`config.mk`:
```
export PLATFORM = sky130hd
export DESIGN_NAME = mtsm_top
export DESIGN_NICKNAME = d
export VERILOG_FILES = /design/src/common/mtsm_pkg.sv /design/src/rtl/mtsm_top.sv
export SDC_FILE = /design/constraint.sdc
export NUM_CORES = 1
export LEC_CHECK = 0
export ABC_AREA = 1
export BUFFER_PORTS_ARGS = -buffer_cell sky130_fd_sc_hd__buf_4
export CAP_MARGIN = 20
export CORE_MARGIN = 2
export CORE_UTILIZATION = 40
export CTS_CLUSTER_DIAMETER = 150
export CTS_CLUSTER_SIZE = 12
export DETAILED_ROUTE_END_ITERATION = 7
export GPL_TIMING_DRIVEN = 0
export MAX_ROUTING_LAYER = met4
export PLACE_DENSITY = 0.67
export SLEW_MARGIN = 0
export SYNTH_ARGS = -nofsm -noshare
export SYNTH_HDL_FRONTEND = slang
export SYNTH_SLANG_ARGS = --single-unit
export TNS_END_PERCENT = 50
```
`constraint.sdc`:
```
create_clock -name clk -period 7.9 [get_ports clk]
set_input_delay 2.37 -clock clk [delete_from_list [all_inputs] [get_ports clk]]
set_output_delay 2.37 -clock clk [all_outputs]
set_load 0.005 [all_outputs]
```
`src/common/mtsm_pkg.sv`:
```
// constants and carrier types for the motor temperature sensor monitor
// assumes one 20 MHz system clock and a front end that delivers ohms and deg C
package mtsm_pkg;
    localparam int TEMP_W = 10;
    localparam int OHM_W = 16;
    localparam int TYPE_W = 4;
    localparam int RESP_W = 4;
    localparam int ILIM_W = 16;

    // sensor type codes
    localparam logic [TYPE_W-1:0] TYPE_NONE = 4'h0;
    localparam logic [TYPE_W-1:0] TYPE_PTC = 4'h1;
    localparam logic [TYPE_W-1:0] TYPE_SILIN = 4'h2;
    localparam logic [TYPE_W-1:0] TYPE_BIMETAL = 4'h4;
    localparam logic [TYPE_W-1:0] TYPE_PT1K = 4'h6;

    // overtemperature response codes
    localparam logic [RESP_W-1:0] RESP_ALARM_ONLY = 4'h0;
    localparam logic [RESP_W-1:0] RESP_REDUCE = 4'h1;
    localparam logic [RESP_W-1:0] RESP_DEFAULT = 4'hc;

    // temperatures in deg C
    localparam logic signed [TEMP_W-1:0] ALARM_THR_RST = 10'sh082;
    localparam logic signed [TEMP_W-1:0] FAULT_THR_RST = 10'sh091;
    localparam logic signed [TEMP_W-1:0] TEMP_MIN = -10'sh030;
    localparam logic signed [TEMP_W-1:0] TEMP_MAX = 10'sh0f8;

    // resistances in ohm
    localparam logic [OHM_W-1:0] OHM_BREAK = 16'h0848;
    localparam logic [OHM_W-1:0] OHM_SI_SHORT = 16'h0032;
    localparam logic [OHM_W-1:0] OHM_PT_SHORT = 16'h025b;
    localparam logic [OHM_W-1:0] OHM_PTC_SHORT = 16'h0014;
    localparam logic [OHM_W-1:0] OHM_PTC_HOT = 16'h0672;
    localparam logic [OHM_W-1:0] OHM_SW_OPEN = 16'h0064;

    // escalation dwell
    localparam int CLK_HZ = 20000000;
    localparam int DWELL_MS = 100;
    localparam int DWELL_TICKS = DWELL_MS * (CLK_HZ / 1000);

    // current limit is halved on the reducing response
    localparam int ILIM_SHIFT = 1;

    typedef struct packed {
        logic valid;
        logic [OHM_W-1:0] ohm;
        logic signed [TEMP_W-1:0] temp;
    } mtsm_meas_t;

    typedef struct packed {
        logic [TYPE_W-1:0] sensor_type_select;
        logic [RESP_W-1:0] overtemp_response_select;
        logic signed [TEMP_W-1:0] temp_alarm_threshold;
        logic signed [TEMP_W-1:0] temp_fault_threshold;
    } mtsm_cfg_t;
endpackage : mtsm_pkg

```
`src/rtl/mtsm_top.sv`:
```
// motor overtemperature supervision for one selectable motor sensor
// assumes the front end delivers a resistance and a temperature with a valid
// strobe, synchronous to clk; settings arrive as a word with a write strobe
`timescale 1ns/100ps

module mtsm_top #(
    parameter int DWELL_CYCLES = mtsm_pkg::DWELL_TICKS
) (
    input wire logic clk,
    input wire logic rst,
    input wire logic cfg_wr,
    input wire mtsm_pkg::mtsm_cfg_t cfg_in,
    input wire mtsm_pkg::mtsm_meas_t meas,
    input wire logic fault_ack,
    input wire logic [mtsm_pkg::ILIM_W-1:0] output_current_limit,
    output mtsm_pkg::mtsm_cfg_t cfg_out,
    output logic signed [mtsm_pkg::TEMP_W-1:0] motor_temp,
    output logic motor_overtemp_alarm,
    output logic motor_overtemp_fault,
    output logic sensor_integrity_alarm,
    output logic sensor_integrity_fault,
    output logic current_limit_reduced,
    output logic [mtsm_pkg::ILIM_W-1:0] current_limit_applied
);
    import mtsm_pkg::*;

    localparam int CNT_W = $clog2(DWELL_CYCLES + 1);
    // the fault rises exactly DWELL_CYCLES edges after the alarm: the count runs
    // 1..DWELL_CYCLES while the condition stands, and the fault follows the last step
    localparam logic [CNT_W-1:0] CNT_LAST = CNT_W'(DWELL_CYCLES);

    generate
        if (DWELL_CYCLES < 2) begin : g_bad_dwell
            $error("DWELL_CYCLES must be at least 2");
        end
        if (ILIM_SHIFT < 1 || ILIM_SHIFT >= ILIM_W) begin : g_bad_shift
            $error("ILIM_SHIFT must lie between 1 and ILIM_W - 1");
        end
    endgenerate

    // settings group
    // a write replaces the whole word, so the decode never sees old and new fields mixed
    mtsm_cfg_t cfg;
    mtsm_cfg_t next_cfg;
    always_comb begin
        next_cfg = cfg_wr ? cfg_in : cfg;
    end
    always_ff @(posedge clk or posedge rst) begin
        if (rst) begin
            cfg.sensor_type_select <= TYPE_NONE;
            cfg.overtemp_response_select <= RESP_DEFAULT;
            cfg.temp_alarm_threshold <= ALARM_THR_RST;
            cfg.temp_fault_threshold <= FAULT_THR_RST;
        end else begin
            cfg <= next_cfg;
        end
    end

    // measurement group: last valid sample is held between strobes
    // limitation: a front end that stops strobing keeps the old reading in force,
    // so a stalled converter is not reported as a wire-break
    logic [OHM_W-1:0] ohm;
    logic signed [TEMP_W-1:0] temp;
    logic [OHM_W-1:0] next_ohm;
    logic signed [TEMP_W-1:0] next_temp;
    always_comb begin
        next_ohm = ohm;
        next_temp = temp;
        if (meas.valid) begin
            next_ohm = meas.ohm;
            next_temp = meas.temp;
        end
    end
    always_ff @(posedge clk or posedge rst) begin
        if (rst) begin
            ohm <= '0;
            temp <= '0;
        end else begin
            ohm <= next_ohm;
            temp <= next_temp;
        end
    end

    // sensor decode; unknown codes act as no sensor, the safe reading, except that only TYPE_NONE clears a latched integrity fault
    logic sel_ptc;
    logic sel_si;
    logic sel_sw;
    logic sel_pt;
    logic sel_lin;
    logic resp_zero;
    always_comb begin
        sel_ptc = cfg.sensor_type_select == TYPE_PTC;
        sel_si = cfg.sensor_type_select == TYPE_SILIN;
        sel_sw = cfg.sensor_type_select == TYPE_BIMETAL;
        sel_pt = cfg.sensor_type_select == TYPE_PT1K;
        sel_lin = sel_si | sel_pt;
        resp_zero = cfg.overtemp_response_select == RESP_ALARM_ONLY;
    end

    // temperature clamped to the valid span of the linear sensors
    logic signed [TEMP_W-1:0] lin_temp;
    always_comb begin
        if (temp < TEMP_MIN) begin
            lin_temp = TEMP_MIN;
        end else if (temp > TEMP_MAX) begin
            lin_temp = TEMP_MAX;
        end else begin
            lin_temp = temp;
        end
    end

    // condition evaluation for every sensor kind
    logic over_alarm_thr;
    logic hot;
    logic ot_alarm_cond;
    logic ot_fault_cond;
    logic integ_cond;
    always_comb begin
        over_alarm_thr = sel_lin && lin_temp > cfg.temp_alarm_threshold;
        // switch and PTC give a single hot indication, no temperature
        hot = (sel_sw && ohm >= OHM_SW_OPEN)
            || (sel_ptc && ohm > OHM_PTC_HOT);
        ot_alarm_cond = (over_alarm_thr && resp_zero)
            || hot;
        ot_fault_cond = (sel_lin && lin_temp > cfg.temp_fault_threshold)
            || (over_alarm_thr && !resp_zero)
            || (hot && !resp_zero);
        integ_cond = (sel_si && (ohm > OHM_BREAK || ohm < OHM_SI_SHORT))
            || (sel_pt && (ohm > OHM_BREAK || ohm < OHM_PT_SHORT))
            || (sel_ptc && ohm < OHM_PTC_SHORT);
        // no sensor selected leaves every sel_ term low, so all stay quiet
    end

    // escalation timer and integrity flags
    logic [CNT_W-1:0] dwell;
    logic [CNT_W-1:0] next_dwell;
    logic next_integ_alarm;
    logic next_integ_fault;
    always_comb begin
        next_integ_alarm = integ_cond;
        if (!integ_cond) begin
            next_dwell = '0;
        end else if (dwell != CNT_LAST) begin
            next_dwell = dwell + 1'b1;
        end else begin
            next_dwell = dwell;
        end
        // escalation wins over an acknowledge in the same cycle
        if (integ_cond && dwell == CNT_LAST) begin
            next_integ_fault = 1'b1;
        end else if (fault_ack || cfg.sensor_type_select == TYPE_NONE) begin
            next_integ_fault = 1'b0;
        end else begin
            next_integ_fault = sensor_integrity_fault;
        end
    end
    always_ff @(posedge clk or posedge rst) begin
        if (rst) begin
            dwell <= '0;
            sensor_integrity_alarm <= 1'b0;
            sensor_integrity_fault <= 1'b0;
        end else begin
            dwell <= next_dwell;
            sensor_integrity_alarm <= next_integ_alarm;
            sensor_integrity_fault <= next_integ_fault;
        end
    end

    // overtemperature outputs and current limit
    logic [ILIM_W-1:0] next_ilim;
    logic next_reduce;
    always_comb begin
        next_reduce = ot_fault_cond
            && cfg.overtemp_response_select == RESP_REDUCE;
        next_ilim = next_reduce ? (output_current_limit >> ILIM_SHIFT)
            : output_current_limit;
    end
    always_ff @(posedge clk or posedge rst) begin
        if (rst) begin
            motor_overtemp_alarm <= 1'b0;
            motor_overtemp_fault <= 1'b0;
            current_limit_reduced <= 1'b0;
            current_limit_applied <= '0;
            motor_temp <= '0;
            cfg_out <= '0;
        end else begin
            motor_overtemp_alarm <= ot_alarm_cond;
            motor_overtemp_fault <= ot_fault_cond;
            current_limit_reduced <= next_reduce;
            current_limit_applied <= next_ilim;
            motor_temp <= sel_lin ? lin_temp : '0;
            cfg_out <= cfg;
        end
    end
endmodule : mtsm_top

```
==> out/qor.yml, run 1 <==
max_cap_violations: 0
fp.dieW_um: 127
yosysSeqAreaShare_pct: 55.3
finalSetupTns_ns: 0
syn_nets: 760
layout.nets: 911
vias_per_cell: 4.73
cts_resized: 0
drt-total-wl_um: 13700
ys.flop_type: "dfrtp_1"
ys_async_sr_fraction_pct: 100
cp_slowest_stage_delay_ns: 0.39
critPathRequiredTime_ns: 5.53
cp_max_fo: 1
tritoncts: "built"
num_vias: 4800
worstSetupStartpointType: "register"
regArea_um2: 3360
drt_first_iter_violations: 313
crit_start: "cfg_out[19]$_DFF_PP0_"
dp_hpwl_um: 10300
min_path_type: "register to register"
max_freq_mhz: 301
fin_skew_ns: 0.0134
cp_slowest_cell: "dfrtp_1"
cts_htree_levels: 4
status: "finished clean"
antenna_left: 0
grt_pass1_vias: 4618
clk_latency_ns: 0.42
synth_edf_count: 0
tightestPinTransition_ns: 0.695
synthDistinctLibCells: 39
crit_chain: "buf_4"
postSynthCellCount: 663
yosysWarnings: 0
slew_viol_final: 0
io_pins: 134
grt_pass1_wl_um: 22800
cts_made_buffers: 17
p_leak_uw: 0.00392
finalCritPeriodShare_pct: 42.0
clk_path_buf_depth: 2
grt_antenna_before_repair: 0
hold_buffers: 0
rr_startpoint: "temp[4]$_DFFE_PP0P_"
multi_input_area_um2: 2300
start_util_pct: 40.4
wl_per_cell_um: 13.5
finalSetupViolCount: 0
grt.overflow.total: 0
drc: 0
ir_drop_uv: 142
grt_max_degree: 75
placementRows: 45
ys_seq_elements: 134
clkSlewWorstSetupHoldPaths_ns: 0.06
postCtsSetupBuffers: 0
crit_buf_inv: 1
crit_family: "flip-flops"
area_growth_pct: 31.2
hold_viol_final: 0
p_per_area_nw_per_um2: 234
holdCritStartpoint: "cfg[15]$_DFFE_PP0P_"
clock-sinks: 134
endpoint_kind: "output pin"
num-fill-cells: 1358
avgSynthCellArea_um2: 9.16
gp_congestion: 0.845
cp.arrival_ns: 0.95
core_um2: 15000
portBuffers: 131
synth_area_um2: 6070
min_period_ns: 3.32
dieArea_um2: 16200
drive_gt1_share_pct: 25.2
dieHeight_um: 127
rsz0062_at_grt: "false"
cts-root-buf: "clkbuf_16"
path_class: "register to output pin"
grtUsageTotal_pct: 18.7
timing.hold.ws_ns: 0.371
maxSlewHeadroom_pct: 53.2
first_pass_iters: 4
antennaDiodeCount: 0
==> registers in the layout, indices dropped and copies added, names as in the netlist <==
signal                  cells
current_limit_applied      16
ohm                        16
cfg_out                    28
current_limit_reduced       1
temp                       10
dwell                      21
motor_overtemp_alarm        1
sensor_integrity_fault      1
cfg                        28
motor_temp                 10
motor_overtemp_fault        1
sensor_integrity_alarm      1
==> routing by layer <==
metal | vias up | wire length (um) | global-route usage [%]
met5 | - | 0 | -
met4 | 0 | 204 | 6.27
met3 | 19 | 594 | 4.69
met2 | 114 | 6500 | 28.0
met1 | 2235 | 6370 | 25.0
li1 | 2432 | - | -
==> cell usage after synthesis (2+ instances only) <==
cell	count	share of area, %
inv_1	82	5.1
clkbuf_1	13	0.80
o21ai_0	55	4.5
o21bai_1	2	0.25
a21oi_1	6	0.49
inv_2	3	0.19
nor3_1	8	0.66
xnor2_1	2	0.29
nand2_1	159	9.8
nand4_1	10	1.0
nand3_1	42	3.5
xor2_1	16	2.3
o211ai_1	2	0.25
nor2_4	2	0.37
nor2_2	6	0.62
mux2_2	6	1.1
nand3_2	3	0.49
nand2_2	5	0.51
ha_1	22	4.5
nor4_4	3	1.1
nor2_1	56	3.5
dfstp_2	7	3.0
buf_6	3	0.56
nor4_1	8	0.82
a31oi_1	2	0.21
dfrtp_1	127	52
==> worst paths after layout <==
kind,to,slack (ns),cells past startpoint
max,cfg_out[19],4.58,1
min,cfg_out[15]$_DFF_PP0_,0.37,0
max reg2reg,current_limit_applied[10]$_DFF_PP0_,4.86,20
min reg2reg,cfg_out[15]$_DFF_PP0_,0.37,0
max in group asynchronous,cfg[22]$_DFFE_PP1P_,5.13,3
min in group asynchronous,cfg_out[3]$_DFF_PP0_,2.01,2
==> power breakdown <==
group,total (uW),switching (uW),leakage (uW),internal (uW)
logic,241,135,0.00195,107
clock network,861,294,0.000305,567
registers,766,27.7,0.00166,738
total,1870,456,0.00392,1410
==> per-stage QoR <==
step           setup WS, ns  power (uW)  instances  cell area [um2]  utilization (%)
4_1_cts                4.56        1890       1015             7970             53.0
2_1_floorplan          1.96         909        663             6070                -
6_report               4.58        1870       1015             7970             53.0
3_5_place_dp           4.53        1020        983             7330             48.7
5_1_grt                4.51        1960       1015             7970             53.0
3_3_place_gp          0.386        1010        982             7290             48.5
==> logic make-up after synthesis <==
kind of cell / synth area share [%]
AND/OR/NAND/NOR: 23.3
flip-flops: 55.3
buffers and inverters: 6.80
AO/OA/AOI/OAI: 6.30
adder cells (fa/ha/maj): 4.53
XOR/XNOR: 2.60
multiplexers: 1.11
==> layout by cell type, fill, tap and decap left out, types with 5 or more instances in the layout <==
| cell | Yosys | routed |
|---|---|---|
| clkbuf_1 | 13 | 14 |
| nand4_1 | 10 | 10 |
| nor2_1 | 56 | 56 |
| o21ai_0 | 55 | 55 |
| inv_1 | 82 | 81 |
| nor2_2 | 6 | 6 |
| mux2_2 | 6 | 6 |
| clkbuf_16 | 0 | 17 |
| dfstp_2 | 7 | 7 |
| nor3_1 | 8 | 8 |
| ha_1 | 22 | 22 |
| xor2_1 | 16 | 16 |
| nand2_2 | 5 | 5 |
| nand3_1 | 42 | 42 |
| nand2_1 | 159 | 159 |
| a21oi_1 | 6 | 6 |
| bufinv_16 | 0 | 5 |
| nor4_1 | 8 | 8 |
| dfrtp_1 | 127 | 127 |
| buf_4 | 1 | 132 |
==> cell type report <==
cell class | count | area share (%)
inverter | 85 | 4.06
timing repair buffer | 132 | 12.7
buffer | 18 | 1.18
sequential | 134 | 42.2
multi-input combinational | 426 | 28.8
clock inverter | 13 | 2.56
clock buffer | 19 | 5.56
tap | 188 | 2.95
(Power assumes the default switching activity.)
==> run 2: changes to the inputs <==
ABC_AREA = 0   (was 1)
clock period = 3.4 ns   (was 7.9 ns; I/O delays follow)
==> run 2 against run 1 <==
Utilization increased by 1.8 points; combinational power increased by 110%; wire length decreased by 6.9%; register-to-register slack got worse by 4.7 ns; critical path depth increased by 8; clock skew decreased by 0.0022 ns.
==> out/qor.yml, run 2 <==
clock-sinks: 134
min_period_ns: 3.24
placementRows: 43
crit_buf_inv: 2
clk_path_buf_depth: 2
grt_pass1_vias: 4025
antennaDiodeCount: 0
layout_common_cells: "buf_4 (132), dfrtp_1 (127), mux2_2 (41)"
cp_slowest_stage_delay_ns: 0.50
top_regs: "cfg: 28 flops, cfg_out: 28 flops, dwell: 21 flops"
max_freq_mhz: 309
crit_start: "temp[9]$_DFFE_PP0P_"
final_common_cell: "buf_4"
dieArea_um2: 15300
drt_first_iter_violations: 287
grt_max_degree: 45
cts-root-buf: "clkbuf_16"
yosysMostFrequentCell: "dfrtp_1"
start_util_pct: 41.1
num_vias: 4098
yosysTopAreaCell: "dfrtp_1"
drive_gt1_share_pct: 36.1
cp_max_fo: 10
grt_pass1_wl_um: 20100
yosysWarnings: 0
synth_commonest_cells: "dfrtp_1 (127), mux2_2 (41), nand2_1 (37), nor2_1 (35), inv_1 (28)"
portBuffers: 131
io_pins: 134
finalCritPeriodShare_pct: 95.2
multi_input_area_um2: 2200
layout_setup_ws_ns: 0.164
wl_per_cell_um: 15.5
grtUsageTotal_pct: 18.1
p_per_area_nw_per_um2: 544
num-fill-cells: 1177
grt.overflow.total: 0
tightestPinTransition_ns: 0.661
yosysSeqAreaShare_pct: 58.7
worstSetupStartpointType: "register"
syn_nets: 574
fp.dieW_um: 124
area_growth_pct: 33.3
min_path_type: "register to register"
ir_drop_uv: 548
crit_chain: "or3_4, ha_1, a21o_1, a2111o_1, o311ai_4, a31o_1, buf_6, buf_12, mux2_4"
critPathRequiredTime_ns: 3.70
endpoint_kind: "register"
place_ws_ns: -0.351
avgSynthCellArea_um2: 12.0
regArea_um2: 3360
clk_latency_ns: 0.42
antenna_left: 0
synth_area_um2: 5730
first_pass_iters: 4
fin_skew_ns: 0.0112
status: "finished clean"
ys.flop_type: "dfrtp_1"
dp.cells: 791
layout.nets: 727
core_um2: 13900
path_class: "register to register"
hold_viol_final: 0
p_leak_uw: 0.00360
cts_htree_levels: 4
synthDistinctLibCells: 47
drt-total-wl_um: 12700
max_cap_violations: 0
dieHeight_um: 124
holdCritStartpoint: "cfg[8]$_DFFE_PP0P_"
layout.cells.non_filler: 823
slew_viol_final: 0
ys_seq_elements: 134
maxSlewHeadroom_pct: 55.8
cp.arrival_ns: 3.53
ys_async_sr_fraction_pct: 100
drc: 0
gp_congestion: 0.829
synth_edf_count: 0
cp_slowest_cell: "dfrtp_1"
finalSetupViolCount: 0
rr_startpoint: "temp[9]$_DFFE_PP0P_"
synth_top_area_share_pct: 55.5
clkSlewWorstSetupHoldPaths_ns: 0.06
grt_antenna_before_repair: 0
cts_made_buffers: 17
dp_hpwl_um: 9580
synth_area_leaders: "dfrtp_1 (55%), mux2_2 (8.1%), ha_1 (4.8%)"
crit_family: "compound AO/OA/AOI/OAI gates"
fin_util_pct: 54.8
vias_per_cell: 4.98
tritoncts: "built"
postSynthCellCount: 477
run 2: changes by cell type after synthesis, sizes merged, moves of 4 or more:
cell / previous run / this run
inv: 85 / 28
or4: 0 / 4
o21ai: 56 / 26
a21o: 0 / 6
nand2: 165 / 37
nand3: 46 / 12
and3: 0 / 6
nor2b: 0 / 5
xnor2: 2 / 7
mux2: 6 / 49
and2: 0 / 10
nor2: 64 / 35
run 2: where the power goes:
part / switching [uW] / internal, uW
combinational: 238 / 277
clock: 650 / 1190
sequential: 80.1 / 1720
run 2: what timing repair did:
| item | 4_1_cts | 5_1_grt |
|---|---|---|
| setup endpoints to repair | 17 | 15 |
| hold buffers | 0 | 0 |
| resized for setup | 3 | 5 |
| setup buffers | 0 | 1 |
run 2: logic make-up (layout without fill, tap and decap cells):
logic type / after synthesis / count (layout) / synth area share (%)
buf+inv: 44 / 210 / 3.56
xor+xnor: 21 / 21 / 3.21
flops: 134 / 134 / 58.7
mux: 49 / 49 / 10.2
compound gates: 62 / 62 / 6.99
simple gates: 145 / 145 / 12.6
fa+ha+maj: 22 / 22 / 4.80
run 2: worst paths after layout:
check	to	slack, ns	cells after the start
max	current_limit_applied[9]$_DFF_PP0_	0.16	9
min	cfg_out[8]$_DFF_PP0_	0.37	0
max reg2reg	current_limit_applied[9]$_DFF_PP0_	0.16	9
min reg2reg	cfg_out[8]$_DFF_PP0_	0.37	0
max in group asynchronous	cfg[11]$_DFFE_PP1P_	1.77	4
min in group asynchronous	current_limit_applied[6]$_DFF_PP0_	0.70	2
run 2: area by class of cell:
cell class | instances | area share [%]
multi-input combinational | 299 | 28.8
timing repair buffer | 135 | 13.8
clock buffer | 23 | 6.13
sequential | 134 | 44.0
inverter | 28 | 1.43
buffer | 15 | 1.25
clock inverter | 9 | 1.65
tap | 180 | 2.95
run 2: per-layer routing:
metal / vias up / wire (um) / GRT usage, %
li1: 1971 / - / -
met3: 24 / 676 / 5.17
met4: 0 / 325 / 7.60
met5: - / 0 / -
met1: 1981 / 5370 / 22.2
met2: 122 / 6350 / 28.1
run 2: per-stage QoR:
step                      area, um2  hold slack, ns  total power, uW  TNS, ns
after global placement         6940           0.359             2310    -8.52
after CTS                      7610           0.370             4180        0
after detailed placement       7000           0.361             2340    -4.59
after global routing           7640           0.377             4340  -0.0595
after floorplan                5730           0.354             2080        0
final                          7640           0.369             4150        0
